==> config.mk <==
export PLATFORM = sky130hd
export DESIGN_NAME = fsrt_flash_seq
export DESIGN_NICKNAME = d
export VERILOG_FILES = /design/src/fsrt_pkg.sv /design/src/fsrt_flash_seq.sv
export SDC_FILE = /design/constraint.sdc
export NUM_CORES = 1
export LEC_CHECK = 0
export BUFFER_PORTS_ARGS = -buffer_cell sky130_fd_sc_hd__buf_4
export CORE_AREA = 2 2 76 78
export CTS_BUF_LIST = sky130_fd_sc_hd__clkbuf_16
export CTS_CLUSTER_SIZE = 8
export DETAILED_ROUTE_END_ITERATION = 7
export DIE_AREA = 0 0 78 80
export PLACE_DENSITY = 0.73
export SYNTH_ARGS = -nofsm -noshare
export SYNTH_HDL_FRONTEND = slang
export SYNTH_SLANG_ARGS = --single-unit
==> constraint.sdc <==
create_clock -name core_clk_i -period 1.37 [get_ports core_clk_i]
set_clock_uncertainty 0.05 [all_clocks]
set_input_delay 0.0685 -clock core_clk_i [delete_from_list [all_inputs] [get_ports core_clk_i]]
set_output_delay 0.0685 -clock core_clk_i [all_outputs]
set_load 0.005 [all_outputs]
==> src/fsrt_pkg.sv <==
// Package for the flash program-store sequencer and read timing block.
// Assumes an 8-bit register port and a 20 MHz core clock.

package fsrt_pkg;

  // ********************************
  // Register offsets
  // ********************************
  localparam logic [7:0] PROGRAM_STORE_CONTROL_ADDR = 8'h8f;
  localparam logic [7:0] FLASH_SCALE_REGISTER_ADDR = 8'hb6;
  localparam logic [7:0] ONESHOT_PERIOD_ADDR = 8'haf;
  localparam logic [7:0] IRQ_STATUS_ADDR = 8'he0;
  localparam logic [7:0] IRQ_CLEAR_ADDR = 8'he1;
  localparam logic [7:0] IRQ_ENABLE_ADDR = 8'he2;

  // ********************************
  // Field positions
  // ********************************
  localparam int STORE_WRITE_ENABLE_BIT = 0;
  localparam int PAGE_ERASE_ENABLE_BIT = 1;
  localparam int READ_TIME_SELECT_BIT = 4;
  localparam int IRQ_PROG_BIT = 0;
  localparam int IRQ_ERASE_BIT = 1;
  localparam int IRQ_ERROR_BIT = 2;
  localparam int IRQ_W = 3;

  // ********************************
  // Reset values
  // ********************************
  localparam logic [1:0] PROGRAM_STORE_CONTROL_RST = 2'h0;
  localparam logic READ_TIME_SELECT_RST = 1'b0;
  localparam logic [3:0] SCALE_LOW_RST = 4'h3;
  localparam logic [IRQ_W-1:0] IRQ_ENABLE_RST = 3'h0;

  // ********************************
  // Timing
  // ********************************
  localparam int CLK_PERIOD_NS = 50;
  localparam int ONESHOT_DEFAULT_NS = 80;
  localparam int ONESHOT_RAW_CYC = ONESHOT_DEFAULT_NS / CLK_PERIOD_NS;
  localparam int ONESHOT_CYC = (ONESHOT_RAW_CYC < 1) ? 1 : ONESHOT_RAW_CYC;
  localparam logic [3:0] ONESHOT_RST = ONESHOT_CYC[3:0];
  localparam logic [1:0] STROBE_FAST_CYC = 2'h1;
  localparam logic [1:0] STROBE_SLOW_CYC = 2'h2;

  // ********************************
  // Types
  // ********************************
  typedef enum logic {
    FSRT_RD_IDLE = 1'b0,
    FSRT_RD_ACTIVE = 1'b1
  } fsrt_rd_state_t;

  typedef struct packed {
    logic [15:0] addr;
    logic [7:0] data;
  } fsrt_move_t;

  typedef struct packed {
    logic prog;
    logic erase;
    logic [15:0] addr;
    logic [7:0] data;
  } fsrt_flash_cmd_t;

  typedef struct packed {
    logic [7:0] addr;
    logic [7:0] wdata;
    logic wr;
    logic rd;
  } fsrt_reg_req_t;

endpackage

==> src/fsrt_flash_seq.sv <==
// Flash program-store sequencer with read strobe timing and interrupts.
// Assumes a core that issues moves, reads and fetches as one-cycle pulses.
`timescale 1ns/1ps
`default_nettype none

// Operation
// - Both enables set: move write erases the page of the address.
// - Erase ignores the data byte of the move write.
// - Store write enable alone: move write programs one byte.
// - Upper six control bits read zero, writes to them do nothing.
// - Read timing resets to the slow clock safe one-cycle strobe.
// - Every data read and fetch raises a read strobe to flash, except one arriving mid-width.
// - Strobe is one cycle, or two when read time select is set and the one-shot period is two or more.
// - Flash active only while strobe high, low power otherwise.
// - Strobe held beyond one width only when a new read arrives in its last cycle.
// - Between threshold and limit the clock period sets strobe width.
// - Below threshold a one-shot ends the strobe, default reliable width.
// - Supply monitor off on write or erase: error reset, skip it.
module fsrt_flash_seq (
  input wire logic core_clk_i,                 // Core clock
  input wire logic rst_n_i,                    // Sync reset, low
  input wire fsrt_pkg::fsrt_reg_req_t reg_req_i, // Register access
  output logic [7:0] reg_rdata_o,              // Read data, next cycle
  input wire logic move_wr_i,                  // Move write to flash
  input wire fsrt_pkg::fsrt_move_t move_i,     // Move address and data
  input wire logic flash_read_i,               // Data read or fetch
  input wire logic supply_mon_en_i,            // Supply monitor on
  input wire logic supply_rst_en_i,            // Monitor reset source on
  output fsrt_pkg::fsrt_flash_cmd_t flash_cmd_o, // Program or erase
  output logic flash_rd_strobe_o,              // Read strobe to array
  output logic flash_active_o,                 // Array out of low power
  output logic flash_err_reset_o,              // Error device reset
  output logic irq_o                           // Level interrupt
);
  import fsrt_pkg::*;

  // ********************************
  // Helpers
  // ********************************
  function automatic logic [1:0] strobe_len(input logic slow,
                                            input logic [3:0] os);
    logic [1:0] clk_len;
    logic [3:0] os_len;
    clk_len = slow ? STROBE_SLOW_CYC : STROBE_FAST_CYC;
    os_len = (os == 4'h0) ? 4'h1 : os;
    if (os_len < {2'h0, clk_len}) begin
      strobe_len = os_len[1:0];
    end else begin
      strobe_len = clk_len;
    end
  endfunction

  function automatic logic wr_hit(input fsrt_reg_req_t req,
                                  input logic [7:0] addr);
    wr_hit = req.wr && (req.addr == addr);
  endfunction

  // ********************************
  // Register state
  // ********************************
  logic page_erase_enable_q;
  logic store_write_enable_q;
  logic read_time_select_q;
  logic [3:0] scale_low_q;
  logic [3:0] oneshot_q;
  logic [IRQ_W-1:0] irq_status_q;
  logic [IRQ_W-1:0] irq_enable_q;
  logic [7:0] rdata_q;
  logic wr_ctl;
  logic wr_scale;
  logic wr_os;
  logic wr_clr;
  logic wr_en;

  assign wr_ctl = wr_hit(reg_req_i, PROGRAM_STORE_CONTROL_ADDR);
  assign wr_scale = wr_hit(reg_req_i, FLASH_SCALE_REGISTER_ADDR);
  assign wr_os = wr_hit(reg_req_i, ONESHOT_PERIOD_ADDR);
  assign wr_clr = wr_hit(reg_req_i, IRQ_CLEAR_ADDR);
  assign wr_en = wr_hit(reg_req_i, IRQ_ENABLE_ADDR);

  // ********************************
  // Register write port
  // ********************************

  always_ff @(posedge core_clk_i) begin
    if (!rst_n_i) begin
      page_erase_enable_q <= PROGRAM_STORE_CONTROL_RST[PAGE_ERASE_ENABLE_BIT];
      store_write_enable_q <=
        PROGRAM_STORE_CONTROL_RST[STORE_WRITE_ENABLE_BIT];
    end else if (wr_ctl) begin
      page_erase_enable_q <= reg_req_i.wdata[PAGE_ERASE_ENABLE_BIT];
      store_write_enable_q <= reg_req_i.wdata[STORE_WRITE_ENABLE_BIT];
    end
  end

  // ********************************
  // Timing registers
  // ********************************

  always_ff @(posedge core_clk_i) begin
    if (!rst_n_i) begin
      read_time_select_q <= READ_TIME_SELECT_RST;
      scale_low_q <= SCALE_LOW_RST;
    end else if (wr_scale) begin
      read_time_select_q <= reg_req_i.wdata[READ_TIME_SELECT_BIT];
      scale_low_q <= reg_req_i.wdata[3:0];
    end
  end

  // one-shot period defaults to reliable width
  always_ff @(posedge core_clk_i) begin
    if (!rst_n_i) begin
      oneshot_q <= ONESHOT_RST;
    end else if (wr_os) begin
      oneshot_q <= reg_req_i.wdata[3:0];
    end
  end

  // Enable mask, same layout as status
  always_ff @(posedge core_clk_i) begin
    if (!rst_n_i) begin
      irq_enable_q <= IRQ_ENABLE_RST;
    end else if (wr_en) begin
      irq_enable_q <= reg_req_i.wdata[IRQ_W-1:0];
    end
  end

  // ********************************
  // Register read port
  // ********************************
  always_ff @(posedge core_clk_i) begin
    if (!rst_n_i) begin
      rdata_q <= 8'h00;
    end else if (reg_req_i.rd) begin
      unique case (reg_req_i.addr)
        PROGRAM_STORE_CONTROL_ADDR:
          rdata_q <= {6'h00, page_erase_enable_q, store_write_enable_q};
        FLASH_SCALE_REGISTER_ADDR:
          rdata_q <= {3'h0, read_time_select_q, scale_low_q};
        ONESHOT_PERIOD_ADDR: rdata_q <= {4'h0, oneshot_q};
        IRQ_STATUS_ADDR: rdata_q <= {5'h00, irq_status_q};
        IRQ_ENABLE_ADDR: rdata_q <= {5'h00, irq_enable_q};
        // Clear register is write-only
        default: rdata_q <= 8'h00;
      endcase
    end else begin
      rdata_q <= 8'h00;
    end
  end

  assign reg_rdata_o = rdata_q;

  // ********************************
  // Move write sequencing
  // ********************************
  logic supply_ok;
  logic move_hit;
  logic do_erase;
  logic do_prog;
  logic do_error;
  fsrt_flash_cmd_t cmd_q;
  logic err_q;

  // Both supply inputs must be on
  assign supply_ok = supply_mon_en_i && supply_rst_en_i;
  assign move_hit = move_wr_i && store_write_enable_q;
  assign do_error = move_hit && !supply_ok;
  assign do_erase = move_hit && supply_ok && page_erase_enable_q;
  // write enable alone programs a byte
  assign do_prog = move_hit && supply_ok && !page_erase_enable_q;

  always_ff @(posedge core_clk_i) begin
    if (!rst_n_i) begin
      cmd_q <= '0;
    end else begin
      cmd_q.prog <= do_prog;
      cmd_q.erase <= do_erase;
      // Erase keeps the full address
      if (do_prog || do_erase) begin
        cmd_q.addr <= move_i.addr;
      end
      if (do_prog) begin
        cmd_q.data <= move_i.data;
      end else if (do_erase) begin
        cmd_q.data <= 8'h00;
      end
    end
  end

  always_ff @(posedge core_clk_i) begin
    if (!rst_n_i) begin
      err_q <= 1'b0;
    end else begin
      err_q <= do_error;
    end
  end

  assign flash_cmd_o = cmd_q;
  assign flash_err_reset_o = err_q;

  // ********************************
  // Read strobe timing
  // ********************************
  fsrt_rd_state_t rd_state_q;
  logic [1:0] rd_cnt_q;
  logic strobe_q;
  logic active_q;
  logic rd_take;
  logic rd_last;

  assign rd_last = (rd_state_q == FSRT_RD_ACTIVE) && (rd_cnt_q == 2'h1);
  // Requests in mid-width are refused
  assign rd_take = flash_read_i
    && ((rd_state_q == FSRT_RD_IDLE) || rd_last);

  always_ff @(posedge core_clk_i) begin
    if (!rst_n_i) begin
      rd_state_q <= FSRT_RD_IDLE;
      rd_cnt_q <= 2'h0;
    end else if (rd_take) begin
      // each read or fetch starts a strobe
      rd_state_q <= FSRT_RD_ACTIVE;
      // clock period limits at mid speeds
      // earlier of one-shot and clock strobe
      rd_cnt_q <= strobe_len(read_time_select_q, oneshot_q);
    end else begin
      unique case (rd_state_q)
        FSRT_RD_IDLE: rd_cnt_q <= 2'h0;
        FSRT_RD_ACTIVE: begin
          // strobe drops at end of width
          if (rd_cnt_q == 2'h1) begin
            rd_state_q <= FSRT_RD_IDLE;
            rd_cnt_q <= 2'h0;
          end else begin
            rd_cnt_q <= rd_cnt_q - 2'h1;
          end
        end
      endcase
    end
  end

  always_ff @(posedge core_clk_i) begin
    if (!rst_n_i) begin
      strobe_q <= 1'b0;
      active_q <= 1'b0;
    end else begin
      // Back-to-back reads keep it high
      strobe_q <= rd_take || (rd_state_q == FSRT_RD_ACTIVE && !rd_last);
      active_q <= rd_take || (rd_state_q == FSRT_RD_ACTIVE && !rd_last);
    end
  end

  assign flash_rd_strobe_o = strobe_q;
  assign flash_active_o = active_q;

  // ********************************
  // Interrupts
  // ********************************
  logic [IRQ_W-1:0] irq_set;
  logic irq_q;

  always_comb begin
    irq_set = '0;
    irq_set[IRQ_PROG_BIT] = do_prog;
    irq_set[IRQ_ERASE_BIT] = do_erase;
    irq_set[IRQ_ERROR_BIT] = do_error;
  end

  // Set wins over a same-cycle clear
  always_ff @(posedge core_clk_i) begin
    if (!rst_n_i) begin
      irq_status_q <= '0;
    end else if (wr_clr) begin
      irq_status_q <= (irq_status_q & ~reg_req_i.wdata[IRQ_W-1:0]) | irq_set;
    end else begin
      irq_status_q <= irq_status_q | irq_set;
    end
  end

  // Level output, one cycle behind status
  always_ff @(posedge core_clk_i) begin
    if (!rst_n_i) begin
      irq_q <= 1'b0;
    end else begin
      irq_q <= |(irq_status_q & irq_enable_q);
    end
  end

  assign irq_o = irq_q;

endmodule

`default_nettype wire

## After elaboration in Yosys (flattened, before gate mapping)

Cells that the tools add are included.
W data, S select, Z words.

- Eq/ne operators: 7
- Reductions and logical operators: 24
- $add $sub $neg: 1
- Order comparisons: 1
- Bitwise logic cells: 6
- Multiplexer cells: 13

Operators by type and width:

| operator | count |
|---|---|
| $eq A8 B8 Y1 const B | 6 |
| $pmux W5 S5 | 1 |
| $mux W8 | 2 |
| $logic_and A1 B1 Y1 | 14 |
| $mux W2 | 4 |
| $and A3 B3 Y3 | 2 |
| $or A3 B3 Y3 | 2 |
| $logic_not A4 Y1 | 1 |
| $lt A4 B2 Y1 | 1 |
| $mux W4 | 1 |
| $pmux W2 S2 | 1 |
| $logic_not A1 Y1 | 3 |
| $logic_or A1 B1 Y1 | 3 |
| $mux W1 | 3 |
| $mux W3 | 1 |
| $not A3 Y3 | 1 |
| $reduce_or A3 Y1 | 1 |
| $eq A2 B1 Y1 const B | 1 |
| $reduce_and A2 Y1 | 1 |
| $reduce_bool A2 Y1 | 1 |
| $sub A2 B1 Y2 const B | 1 |
| $not A1 Y1 | 1 |

- Flip-flop bits (word level): 57
- Output and inout port bits: 38
- Logic and storage cells: 69

## Depth between registers and ports, before layout

Gate-level depths: netlist of run 1.

- Depth after elaboration: 5
- Mapped depth: 6
- Depth with buffers taken out: 6

## Worst setup path after synthesis of run 1

Ideal clock, no wire load.

- Kind: reg-to-reg
- Start: register oneshot_q[1]
- End: register rd_cnt_q[1]
- Buffers on the path: 1
- Period minus slack after synthesis: 1.507 ns
- Arrival: 1.341 ns
- Stages on the path, launching flop included: 6
- Slack: -0.137 ns
- Path through: dfxtp_1 -> clkbuf_1 -> ha_1 -> o41ai_1 -> a21oi_1 -> a41o_1

- Word-level cells in the longest chain between the ends: 5

Ends and longest elaborated chain:

| element | line | RTL |
|---|---|---|
| start: declaration | fsrt_flash_seq.sv:65 | `logic [3:0] oneshot_q;` |
| start signal: assignment | fsrt_flash_seq.sv:115 | `oneshot_q <= reg_req_i.wdata[3:0];` |
| $logic_not A4 Y1 | fsrt_flash_seq.sv:45 | `os_len = (os == 4'h0) ? 4'h1 : os;` |
| $mux W4 (*) | fsrt_flash_seq.sv:45 |  |
| $lt A4 B2 Y1 | fsrt_flash_seq.sv:46 | `if (os_len < {2'h0, clk_len}) begin` |
| $mux W2 (*) | fsrt_flash_seq.sv:46 |  |
| $mux W2 (*) | fsrt_flash_seq.sv:220 | `end else if (rd_take) begin` |
| end signal: assignment | fsrt_flash_seq.sv:225 | `rd_cnt_q <= strobe_len(read_time_select_q, oneshot_q);` |
| end signal: assignment | fsrt_flash_seq.sv:235 | `rd_cnt_q <= rd_cnt_q - 2'h1;` |
| end: declaration | fsrt_flash_seq.sv:205 | `logic [1:0] rd_cnt_q;` |

Every way passes the cells marked *; elsewhere a longest branch is shown, timed or not.
A chain may end at the register's enable or synchronous reset.

## Final worst setup path of run 1

- Start: register oneshot_q[1]
- End: register rdata_q[1], in the netlist reg_rdata_o[1]

- Word-level cells in the longest chain between the ends: 1

Ends and longest elaborated chain:

| element | line | RTL |
|---|---|---|
| $pmux W5 S5 | fsrt_flash_seq.sv:135 | `unique case (reg_req_i.addr)` |
| end signal: assignment | fsrt_flash_seq.sv:137 | `rdata_q <= {6'h00, page_erase_enable_q, store_write_enable_q};` |
| end signal: assignment | fsrt_flash_seq.sv:139 | `rdata_q <= {3'h0, read_time_select_q, scale_low_q};` |
| end signal: assignment | fsrt_flash_seq.sv:140 | `ONESHOT_PERIOD_ADDR: rdata_q <= {4'h0, oneshot_q};` |
| end: declaration | fsrt_flash_seq.sv:68 | `logic [7:0] rdata_q;` |

Every way passes these cells.

==> results of run 1 <==
==> per-layer routing <==
| metal | vias up | share of wire (%) |
|---|---|---|
| li1 | 1038 | - |
| met1 | 930 | 44 |
| met2 | 40 | 51 |
| met3 | 8 | 3.5 |
| met4 | 0 | 1.8 |
| met5 | - | 0 |
==> per-stage QoR <==
step | hold slack [ns] | std cells | worst slack [ns] | power [mW]
final | 0.00955 | 418 | 0.0602 | 3.03
after CTS | 0.0101 | 417 | 0.00405 | 3.06
after detailed placement | 0.287 | 392 | -0.0630 | 1.84
after floorplan | 0.144 | 251 | -0.0106 | 1.71
after global routing | 0.0157 | 418 | -0.00128 | 3.16
after global placement | 0.272 | 392 | -0.0118 | 1.84
==> cell usage in the layout, fill, tap and decap left out, types with 3 or more instances in the layout <==
cell,n
buf_4,92
nand2_1,59
dfxtp_1,52
a21boi_0,26
mux2i_1,17
dlygate4sd3_1,17
nor2b_1,9
nand3b_1,8
clkbuf_16,5
nor2_1,4
inv_1,3
nor3_1,3
nand4b_1,3
a31o_2,3
o22a_1,3
conb_1,3
==> final cells by class <==
class                   instances  area [µm²]  area share [%]
repair buffers                110         881            26.3
flip-flops and latches         54        1080            32.3
clock inverters                 2        10.0           0.299
inverters                       4        15.0           0.448
well taps                      72        90.1            2.69
clock buffers                   5         125            3.73
multi-input cells             171        1150            34.2
==> cells in the mapped netlist (3+ instances only) <==
library cell	count
nand4b_1	3
nor3_1	3
buf_2	3
nand2_1	59
nand3b_1	8
dfxtp_1	54
nor2b_1	9
nor2_1	4
a31o_2	3
mux2i_1	17
clkbuf_1	14
o22a_1	3
buf_4	5
a21boi_0	26
inv_1	4
==> critical path, delay by kind of cell (launching register included) <==
family / cells / cell delay (ns)
compound gates: 2 / 0.37
flops: 1 / 0.34
mux: 1 / 0.26
buf+inv: 1 / 0.14
simple gates: 1 / 0.04
==> state kept, by name (all words and copies together) (netlist names), 2 cells and up <==
register,cells
flash_cmd_o,26
reg_rdata_o,5
oneshot_q,4
scale_low_q,4
irq_enable_q,3
irq_status_q,3
rd_cnt_q,2
==> power by group through the flow <==
stage | clock network [mW] | registers (mW) | logic (mW)
4_1_cts | 1.22 | 1.58 | 0.259
3_5_place_dp | 0 | 1.62 | 0.219
3_3_place_gp | 0 | 1.62 | 0.217
2_1_floorplan | 0 | 1.62 | 0.0930
5_1_grt | 1.29 | 1.58 | 0.284
6_report | 1.19 | 1.58 | 0.262
==> cells by family after synthesis <==
kind of cell / count (synthesis)
AND/OR/NAND/NOR: 103
flip-flops: 54
AO/OA/AOI/OAI: 44
buffers and inverters: 26
multiplexers: 19
adder cells (fa/ha/maj): 2
other: 1
==> path summary, 6_finish.rpt <==
kind	start	end	slack, ns	depth (start not counted)
max	oneshot_q[1]	reg_rdata_o[1]	0.06	5
min	move_i[22]	flash_cmd_o[22]	0.01	3
max reg2reg	oneshot_q[1]	reg_rdata_o[1]	0.06	5
min reg2reg	flash_cmd_o[7]	flash_cmd_o[7]	0.41	2
==> repair_timing <==
| action | in CTS | in global routing |
|---|---|---|
| pin swaps | 3 | 2 |
| hold buffers | 17 | 0 |
| buffers inserted | 1 | 1 |
| setup endpoints to repair | 1 | 16 |
| hold endpoints to repair | 18 | 0 |
| resized for setup | 5 | 3 |
==> reports/results.md, run 1 <==
- 45.6% — growth of design area from synthesis to finish
- 5500 µm — Final Routed Wirelength
- 5410 µm² — floorplan core area
- dfxtp_2 — cell with the largest stage delay on the worst path
- 0 — maxcap violations
- flip-flop — crit path capture type
- 8970 µm — first-pass GRT wire length
- 249 — instance count of the mapped netlist
- 140 — Detailed Route Iter0 Violations
- reg -> reg — start-to-end type of the worst setup path
- 1.09% — adder-cell area share of the yosys netlist
- 0 — antenna violations before repair
- 8.6% — power share of the combinational group
- 0.783 mV — Peak VDD IR
- finished clean — outcome
- 1.50 ns — required time at the worst-slack endpoint
- 47.0% — sequential fraction of the synthesis area
- 396 — final net count
- 31.6% — GR Layer Usage met2
- 0 ns — setup_tns
- 14.8% — post-synthesis compound-gate area fraction
- 95.6% — ratio of final minimum period to clock period
- 4 — maximum fanout count along the critical path
- 0 — Yosys Warn Count
- clkbuf_16 — root buffer cell
- 3.73% — GR Layer Usage met3
- 5 — TritonCTS buffer count
- 904 nW/µm² — total power per unit cell area
- 3810 µm — half-perimeter wire length after placement
- 3000 µm² — dpl cell area
- 33.5% — share of post-route cells with drive strength above 1
- 0 — post-detailed-route count of antenna-violating nets
- 0 — number of enable flip-flop cells after synthesis
- 78 µm — Die W
- dfxtp_1 — top cell type by total area after synthesis
- in -> reg — Tightest Hold Check Type
- met2 — GRT busiest layer
- 1,891 — vias in the first global route
- 23.4% — simple-gate share of the synthesized area
- 9.25 µm² — synthesized area per cell
- 3350 µm² — final standard cell area without fillers
- 13.2 µm — post-DR wirelength/cell
- 0 — endpoints failing setup
- 2,016 — number of vias in the routed layout
- 4.82 — Vias per Instance
- yes — unrepaired setup endpoints after global routing
- 47.0% — fraction of post-synthesis cell area in the top cell type by area
- 0 — final-report max-slew violation count
- 0 — # diodes
- buf_4, mux2_2, a22oi_2, o22a_1, nor2_1 — worst-path cell chain
- 0.798 — last weighted congestion value of the routability-driven placer
- 27 — Row Count
- built — TritonCTS clock tree
- 54 — post-synthesis sequential element count
- 0 — global-route congestion overflow total
- 80 µm — die height
- 8.37% — mux cell area share after synthesis
- 54 — Clock Sinks
- 1.44 ns — data arrival time of the critical path
- 0.763 GHz — Max Freq
- 2 — buffers from clock root to sink, at most
- 6240 µm² — Die Outline Area
- 1.31 ns — post-layout min period
- 2 — count of H-tree levels built during CTS
- simple AND/OR/NAND/NOR gates — main combinational cell family by area after synthesis
- 62.0% — fin util
- 0.34 ns — Crit path largest cell delay
- 42.6% — initial core utilization
- dfxtp_1 — most used flip-flop cell after synthesis
- 22.0% — GR Util met1
- 0 — remaining design rule violation count
- 39.1% — Clk pwr share
- 2300 µm² — Post-Syn Area
- 0.06 ns — clock edge transition at the registers on the reported setup and hold paths
- 0% — synthesized-area fraction occupied by xor and xnor cells
- 471 — count of filler cells inserted in the layout
- 40 — number of distinct library cells after synthesis
- 1.44 nW — leakage power
- 18.0% — all-layer global routing usage
- 6 — drt first pass iters
- 86 — I/O pin count
- 30 — maximum number of pins on one net before global-route repair
- dfxtp_1 47%, nand2_1 9.6%, a21boi_0 8.5% — most area-consuming cells after synthesis
- 0.28 ns — clock latency at the later pin of the worst-skew pair
- 20.7% — Sw Share
- 0 — final-report hold violation count
- flip-flop — type of element launching the critical path
- 0.629 mW — Net Switching
- 2.40 mW — Power Internal
- 52.3% — share of power burned in registers
- 0% — async set-or-reset flop fraction in the synthesized netlist
- 79 — number of port buffers
(Power assumes the default switching activity.)
==> run 2, diff against run 1 <==
--- a/config.mk
+++ b/config.mk
@@ -11,7 +11,7 @@
 export CTS_CLUSTER_SIZE = 8
 export DETAILED_ROUTE_END_ITERATION = 7
 export DIE_AREA = 0 0 78 80
-export PLACE_DENSITY = 0.73
+export PLACE_DENSITY = 0.76
 export SYNTH_ARGS = -nofsm -noshare
 export SYNTH_HDL_FRONTEND = slang
 export SYNTH_SLANG_ARGS = --single-unit
==> run 2 against run 1 <==
Effect of this change: the run now ends with negative hold slack left; via count up 2.2%; cell area shrank 0.30%; clock power is essentially flat; routed wire length up 1.7%; die area unchanged; clock-buffer cell count is the same; global-route usage rose by 0.67 points; combinational power decreased by 3%; critical path depth did not move; sequential power about the same; maximum frequency decreased by 0.18%; hold slack worse by 0.012 ns.
==> reports/results.md, run 2 (synthesis results as in run 1) <==
- 0.33 ns — Crit path largest cell delay
- 0 — global-route congestion overflow total
- 26 — number of flip-flops in the largest register
- 2 — final-report hold violation count
- 92 x buf_4, 59 x nand2_1, 52 x dfxtp_1 — leading cell types in the layout, fill and taps excluded
- 5 — TritonCTS buffer count
- 0 — maxcap violations
- 4.94 — Vias per Instance
- reg_req_i[5] — worst hold path startpoint
- negative hold slack — failing checks
- 26 — maximum number of pins on one net before global-route repair
- 27 — Row Count
- dfxtp_2 — cell with the largest stage delay on the worst path
- 42.6% — initial core utilization
- 0.478 mV — Peak VDD IR
- 0 — # diodes
- in -> reg — Tightest Hold Check Type
- 0.800 — last weighted congestion value of the routability-driven placer
- 910 nW/µm² — total power per unit cell area
- 5600 µm — Final Routed Wirelength
- 80 µm — die height
- 61.8% — fin util
- 0 — post-detailed-route count of antenna-violating nets
- 2 — maximum fanout count along the critical path
- 143 — Detailed Route Iter0 Violations
- 0.0578 ns — setup ws final
- 34.2% — share of post-route cells with drive strength above 1
- inv_2, ha_4, o41ai_4, a21oi_2, a41o_1 — worst-path cell chain
- 45.2% — growth of design area from synthesis to finish
- clkbuf_16 — root buffer cell
- 3810 µm — half-perimeter wire length after placement
- 0 — endpoints failing setup
- read_time_select_q — Worst setup startpoint
- -0.0612 ns — Worst Setup Slack post-DPL
- 1.50 ns — required time at the worst-slack endpoint
- buf_4 — most common cell after layout, fill and taps aside
- 95.8% — ratio of final minimum period to clock period
- 4 — drt first pass iters
- 1.43 nW — leakage power
- 2,018 — vias in the first global route
- yes — unrepaired setup endpoints after global routing
- 394 — final net count
- 3 — number of cells on the worst hold path
- 78 µm — Die W
- read_time_select_q — launch instance of the worst register-to-register path
- 2,061 — number of vias in the routed layout
- 0.28 ns — clock latency at the later pin of the worst-skew pair
- flip-flop — crit path capture type
- flip-flop — type of element launching the critical path
- 0 — remaining design rule violation count
- complete, but fails checks — outcome
- 0 — final-report max-slew violation count
- 9330 µm — first-pass GRT wire length
- 1.44 ns — data arrival time of the critical path
- 0.06 ns — clock edge transition at the registers on the reported setup and hold paths
- 0 — antenna violations before repair
- 79 — number of port buffers
- 1.31 ns — post-layout min period
- built — TritonCTS clock tree
- 54 — Clock Sinks
- reg -> reg — start-to-end type of the worst setup path
- 86 — I/O pin count
- -0.00239 ns — hold_ws
- 0.762 GHz — Max Freq
- 5 — logic depth of the worst register-to-register path
- 5410 µm² — floorplan core area
- 2 — buffers from clock root to sink, at most
- 6240 µm² — Die Outline Area
- 2 — count of H-tree levels built during CTS
- 18.7% — all-layer global routing usage
- 13.4 µm — post-DR wirelength/cell
run 2: worst paths after layout:
kind	slack [ns]	endpoint
max	0.06	rd_cnt_q[1]
min	-0.002	scale_low_q[3]
max reg2reg	0.06	rd_cnt_q[1]
min reg2reg	0.41	flash_cmd_o[3]
run 2: repair_timing:
item                                    4_1_cts  5_1_grt
hold buffers                                 14        0
buffers inserted                              2        0
endpoints found under the setup margin        1        7
gates resized for setup                       5        4
hold endpoints to repair                     14        0
pin swaps                                     3        2
run 2: worst max-delay path, delay by kind of cell, from the launching register on:
kind	cells	cell delay (ns)
compound gates	3	0.62
flops	1	0.33
fa+ha+maj	1	0.16
buf+inv	1	0.05
run 2: cell type report:
class / instances / area [µm²]
Fill cell: 485 / 2060
Clock buffer: 5 / 125
Tap cell: 72 / 90.1
Timing Repair Buffer: 108 / 862
Sequential cell: 54 / 1080
Inverter: 4 / 15.0
Multi-Input combinational cell: 171 / 1150
Clock inverter: 3 / 16.3
run 2: stage by stage:
stage | hold WS, ns | setup TNS, ns | area, µm² | cells | power, mW
2_1_floorplan | 0.144 | -0.0106 | 2320 | 251 | 1.71
3_3_place_gp | 0.273 | -0.0136 | 3010 | 393 | 1.84
3_5_place_dp | 0.284 | -0.0612 | 3010 | 393 | 1.84
4_1_cts | 0.0000120 | 0 | 3330 | 417 | 3.07
5_1_grt | 0.00608 | -0.0238 | 3340 | 417 | 3.17
6_report | -0.00239 | 0 | 3340 | 417 | 3.04
run 2: where the power goes:
| part | switching (mW) | internal, mW |
|---|---|---|
| registers | 0.00603 | 1.58 |
| clock network | 0.534 | 0.668 |
| logic | 0.0962 | 0.158 |
| total | 0.636 | 2.40 |
run 2: layer usage:
layer	share of wire, %	global-route usage [%]
met2	52	34.1
met4	1.7	8.07
met5	0	0
met1	43	21.9
met3	3.5	2.26
==> run 3, diff against run 2 <==
--- a/config.mk
+++ b/config.mk
@@ -11,7 +11,7 @@
 export CTS_CLUSTER_SIZE = 8
 export DETAILED_ROUTE_END_ITERATION = 7
 export DIE_AREA = 0 0 78 80
-export PLACE_DENSITY = 0.76
+export PLACE_DENSITY = 0.74
 export SYNTH_ARGS = -nofsm -noshare
 export SYNTH_HDL_FRONTEND = slang
 export SYNTH_SLANG_ARGS = --single-unit
==> constraint.sdc (replaced) <==
create_clock -name core_clk_i -period 1.4 [get_ports core_clk_i]
set_clock_uncertainty 0.05 [all_clocks]
set_input_delay 0.07 -clock core_clk_i [delete_from_list [all_inputs] [get_ports core_clk_i]]
set_output_delay 0.07 -clock core_clk_i [all_outputs]
set_load 0.005 [all_outputs]
==> run 3 against run 2 <==
Effect of this change: the flow now finishes without violations; global-route usage down 0.068 points; non-clock buffer count shrank 4; maximum frequency is 2.6% lower; critical path type unchanged.
==> reports/results.md, run 3 (synthesis results as in run 1) <==
- finished clean — outcome
- in -> reg — Tightest Hold Check Type
- 0.06 ns — clock edge transition at the registers on the reported setup and hold paths
- 34 — maximum number of pins on one net before global-route repair
- 3 — number of cells on the worst hold path
- 0.619 mW — Net Switching
- compound AO/OA/AOI/OAI gates — Worst path top cell family by delay
- 0 — setup fix buffers added after clock tree synthesis
- oneshot_q[1] — launch instance of the worst register-to-register path
- 18.6% — all-layer global routing usage
- 88 x buf_4, 59 x nand2_1, 53 x dfxtp_1 — leading cell types in the layout, fill and taps excluded
- 86 — I/O pin count
- no — unrepaired setup endpoints after global routing
- 5.02 — Vias per Instance
- 0 — post-detailed-route count of antenna-violating nets
- 1.53 ns — required time at the worst-slack endpoint
- 1.41 nW — leakage power
- 0.00218 ns — hold_ws
- 9320 µm — first-pass GRT wire length
- 62 — Detailed Route Iter0 Violations
- reg_rdata_o[1] — worst reg2reg path endpoint
- 80 µm — die height
- reg -> reg — start-to-end type of the worst setup path
- buf_4, mux2_2, a22oi_1, o22a_1, nor2_1 — worst-path cell chain
- 79 — number of port buffers
- 2 — buffers from clock root to sink, at most
- 2.96 mW — total power
- 0.0532 ns — setup ws final
- 0 — global-route congestion overflow total
- 0.28 ns — clock latency at the later pin of the worst-skew pair
- 96.2% — ratio of final minimum period to clock period
- 0 — antenna violations before repair
- 52.3% — share of power burned in registers
- flip-flop — crit path capture type
- dfxtp_1 — cell with the largest stage delay on the worst path
- 0.549 mV — Peak VDD IR
- 1 — number of buffers and inverters on the critical path
- 1.48 ns — data arrival time of the critical path
- 0.05 ns — r2r setup slk
- 390 — final net count
- 0 — # diodes
- 26 — number of flip-flops in the largest register
- 899 nW/µm² — total power per unit cell area
- 0.33 ns — Crit path largest cell delay
- 2 — count of H-tree levels built during CTS
- reg_req_i[6] — worst hold path startpoint
- 413 — final standard cell count with taps included and fillers excluded
- buf_4 — most common cell after layout, fill and taps aside
- 1,977 — vias in the first global route
- 6240 µm² — Die Outline Area
- 2,074 — number of vias in the routed layout
- 0 — maxcap violations
- 31.7% — share of post-route cells with drive strength above 1
- -0.0306 ns — Worst Setup Slack post-DPL
- built — TritonCTS clock tree
- 39.3% — Clk pwr share
- 0 — endpoints failing setup
- 43.2% — growth of design area from synthesis to finish
- 4 — drt first pass iters
- 78 µm — Die W
- 0 — final-report max-slew violation count
- 42.6% — initial core utilization
- 0 ns — setup_tns
- 3300 µm² — final standard cell area without fillers
- 5 — logic depth of the worst register-to-register path
- 5650 µm — Final Routed Wirelength
- 1.35 ns — post-layout min period
- 54 — Clock Sinks
- 390 — post-placement cell count
- 4 — maximum fanout count along the critical path
- 0.743 GHz — Max Freq
- 2.34 mW — Power Internal
- 20.9% — Sw Share
- 5410 µm² — floorplan core area
- 0 — remaining design rule violation count
- 27 — Row Count
- 3850 µm — half-perimeter wire length after placement
- 13.7 µm — post-DR wirelength/cell
- 2980 µm² — dpl cell area
- 0.796 — last weighted congestion value of the routability-driven placer
- 5 — TritonCTS buffer count
- 61.0% — fin util
- 0 — final-report hold violation count
- read_time_select_q — worst min-delay path endpoint
- clkbuf_16 — root buffer cell
- flip-flop — type of element launching the critical path
- 8.3% — power share of the combinational group
==> run 3: cell count changes in the layout (fill, tap and decap cells not counted), sizes merged <==
cell | before | now
buf | 94 | 89
clkinvlp | 1 | 0
dlygate4sd3 | 14 | 15
inv | 4 | 5
==> run 3: repair_timing <==
action                                 in CTS  in global routing
cloned                                      0                  0
hold buffers                               15                  0
resized for setup                           4                  0
setup endpoints to repair                   1                  1
pin swaps                                   2                  2
endpoints found under the hold margin      15                  0
==> run 3: layer usage <==
metal	track usage [%]	up-vias	part of all wire, %
met4	7.02	0	2.0
met3	3.17	10	4.5
li1	-	1031	-
met2	31.9	60	49
met5	0	-	0
met1	23.4	973	44
==> run 3: how the worst max path moves through the flow <==
stage | startpoint | end | cells after the start | slack (ns)
finish | oneshot_q[1] | reg_rdata_o[1] | 5 | 0.05
global route | read_time_select_q | rd_cnt_q[1] | 5 | 0.01
CTS | read_time_select_q | rd_cnt_q[1] | 5 | 0.007
detailed placement | read_time_select_q | rd_cnt_q[1] | 5 | -0.03
global placement | read_time_select_q | rd_cnt_q[1] | 5 | 0.02
floorplan | read_time_select_q | rd_cnt_q[1] | 5 | 0.02
==> run 3: tightest hold or removal path, stage by stage <==
cell     delay (ns)
buf_4          0.08
mux2i_1        0.06
nor2b_1        0.10
==> run 3: layout make-up <==
class | count | area, µm²
well taps | 72 | 90.1
repair buffers | 104 | 831
multi-input cells | 171 | 1140
fillers | 486 | 2110
flip-flops and latches | 54 | 1080
inverters | 4 | 15.0
clock inverters | 3 | 12.5
clock buffers | 5 | 125
==> run 3: power groups by stage <==
stage / combinational (mW) / clock [mW] / sequential [mW]
finish: 0.247 / 1.17 / 1.55
global placement: 0.208 / 0 / 1.58
global route: 0.269 / 1.25 / 1.55
detailed placement: 0.211 / 0 / 1.59
floorplan: 0.0910 / 0 / 1.58
CTS: 0.245 / 1.20 / 1.55
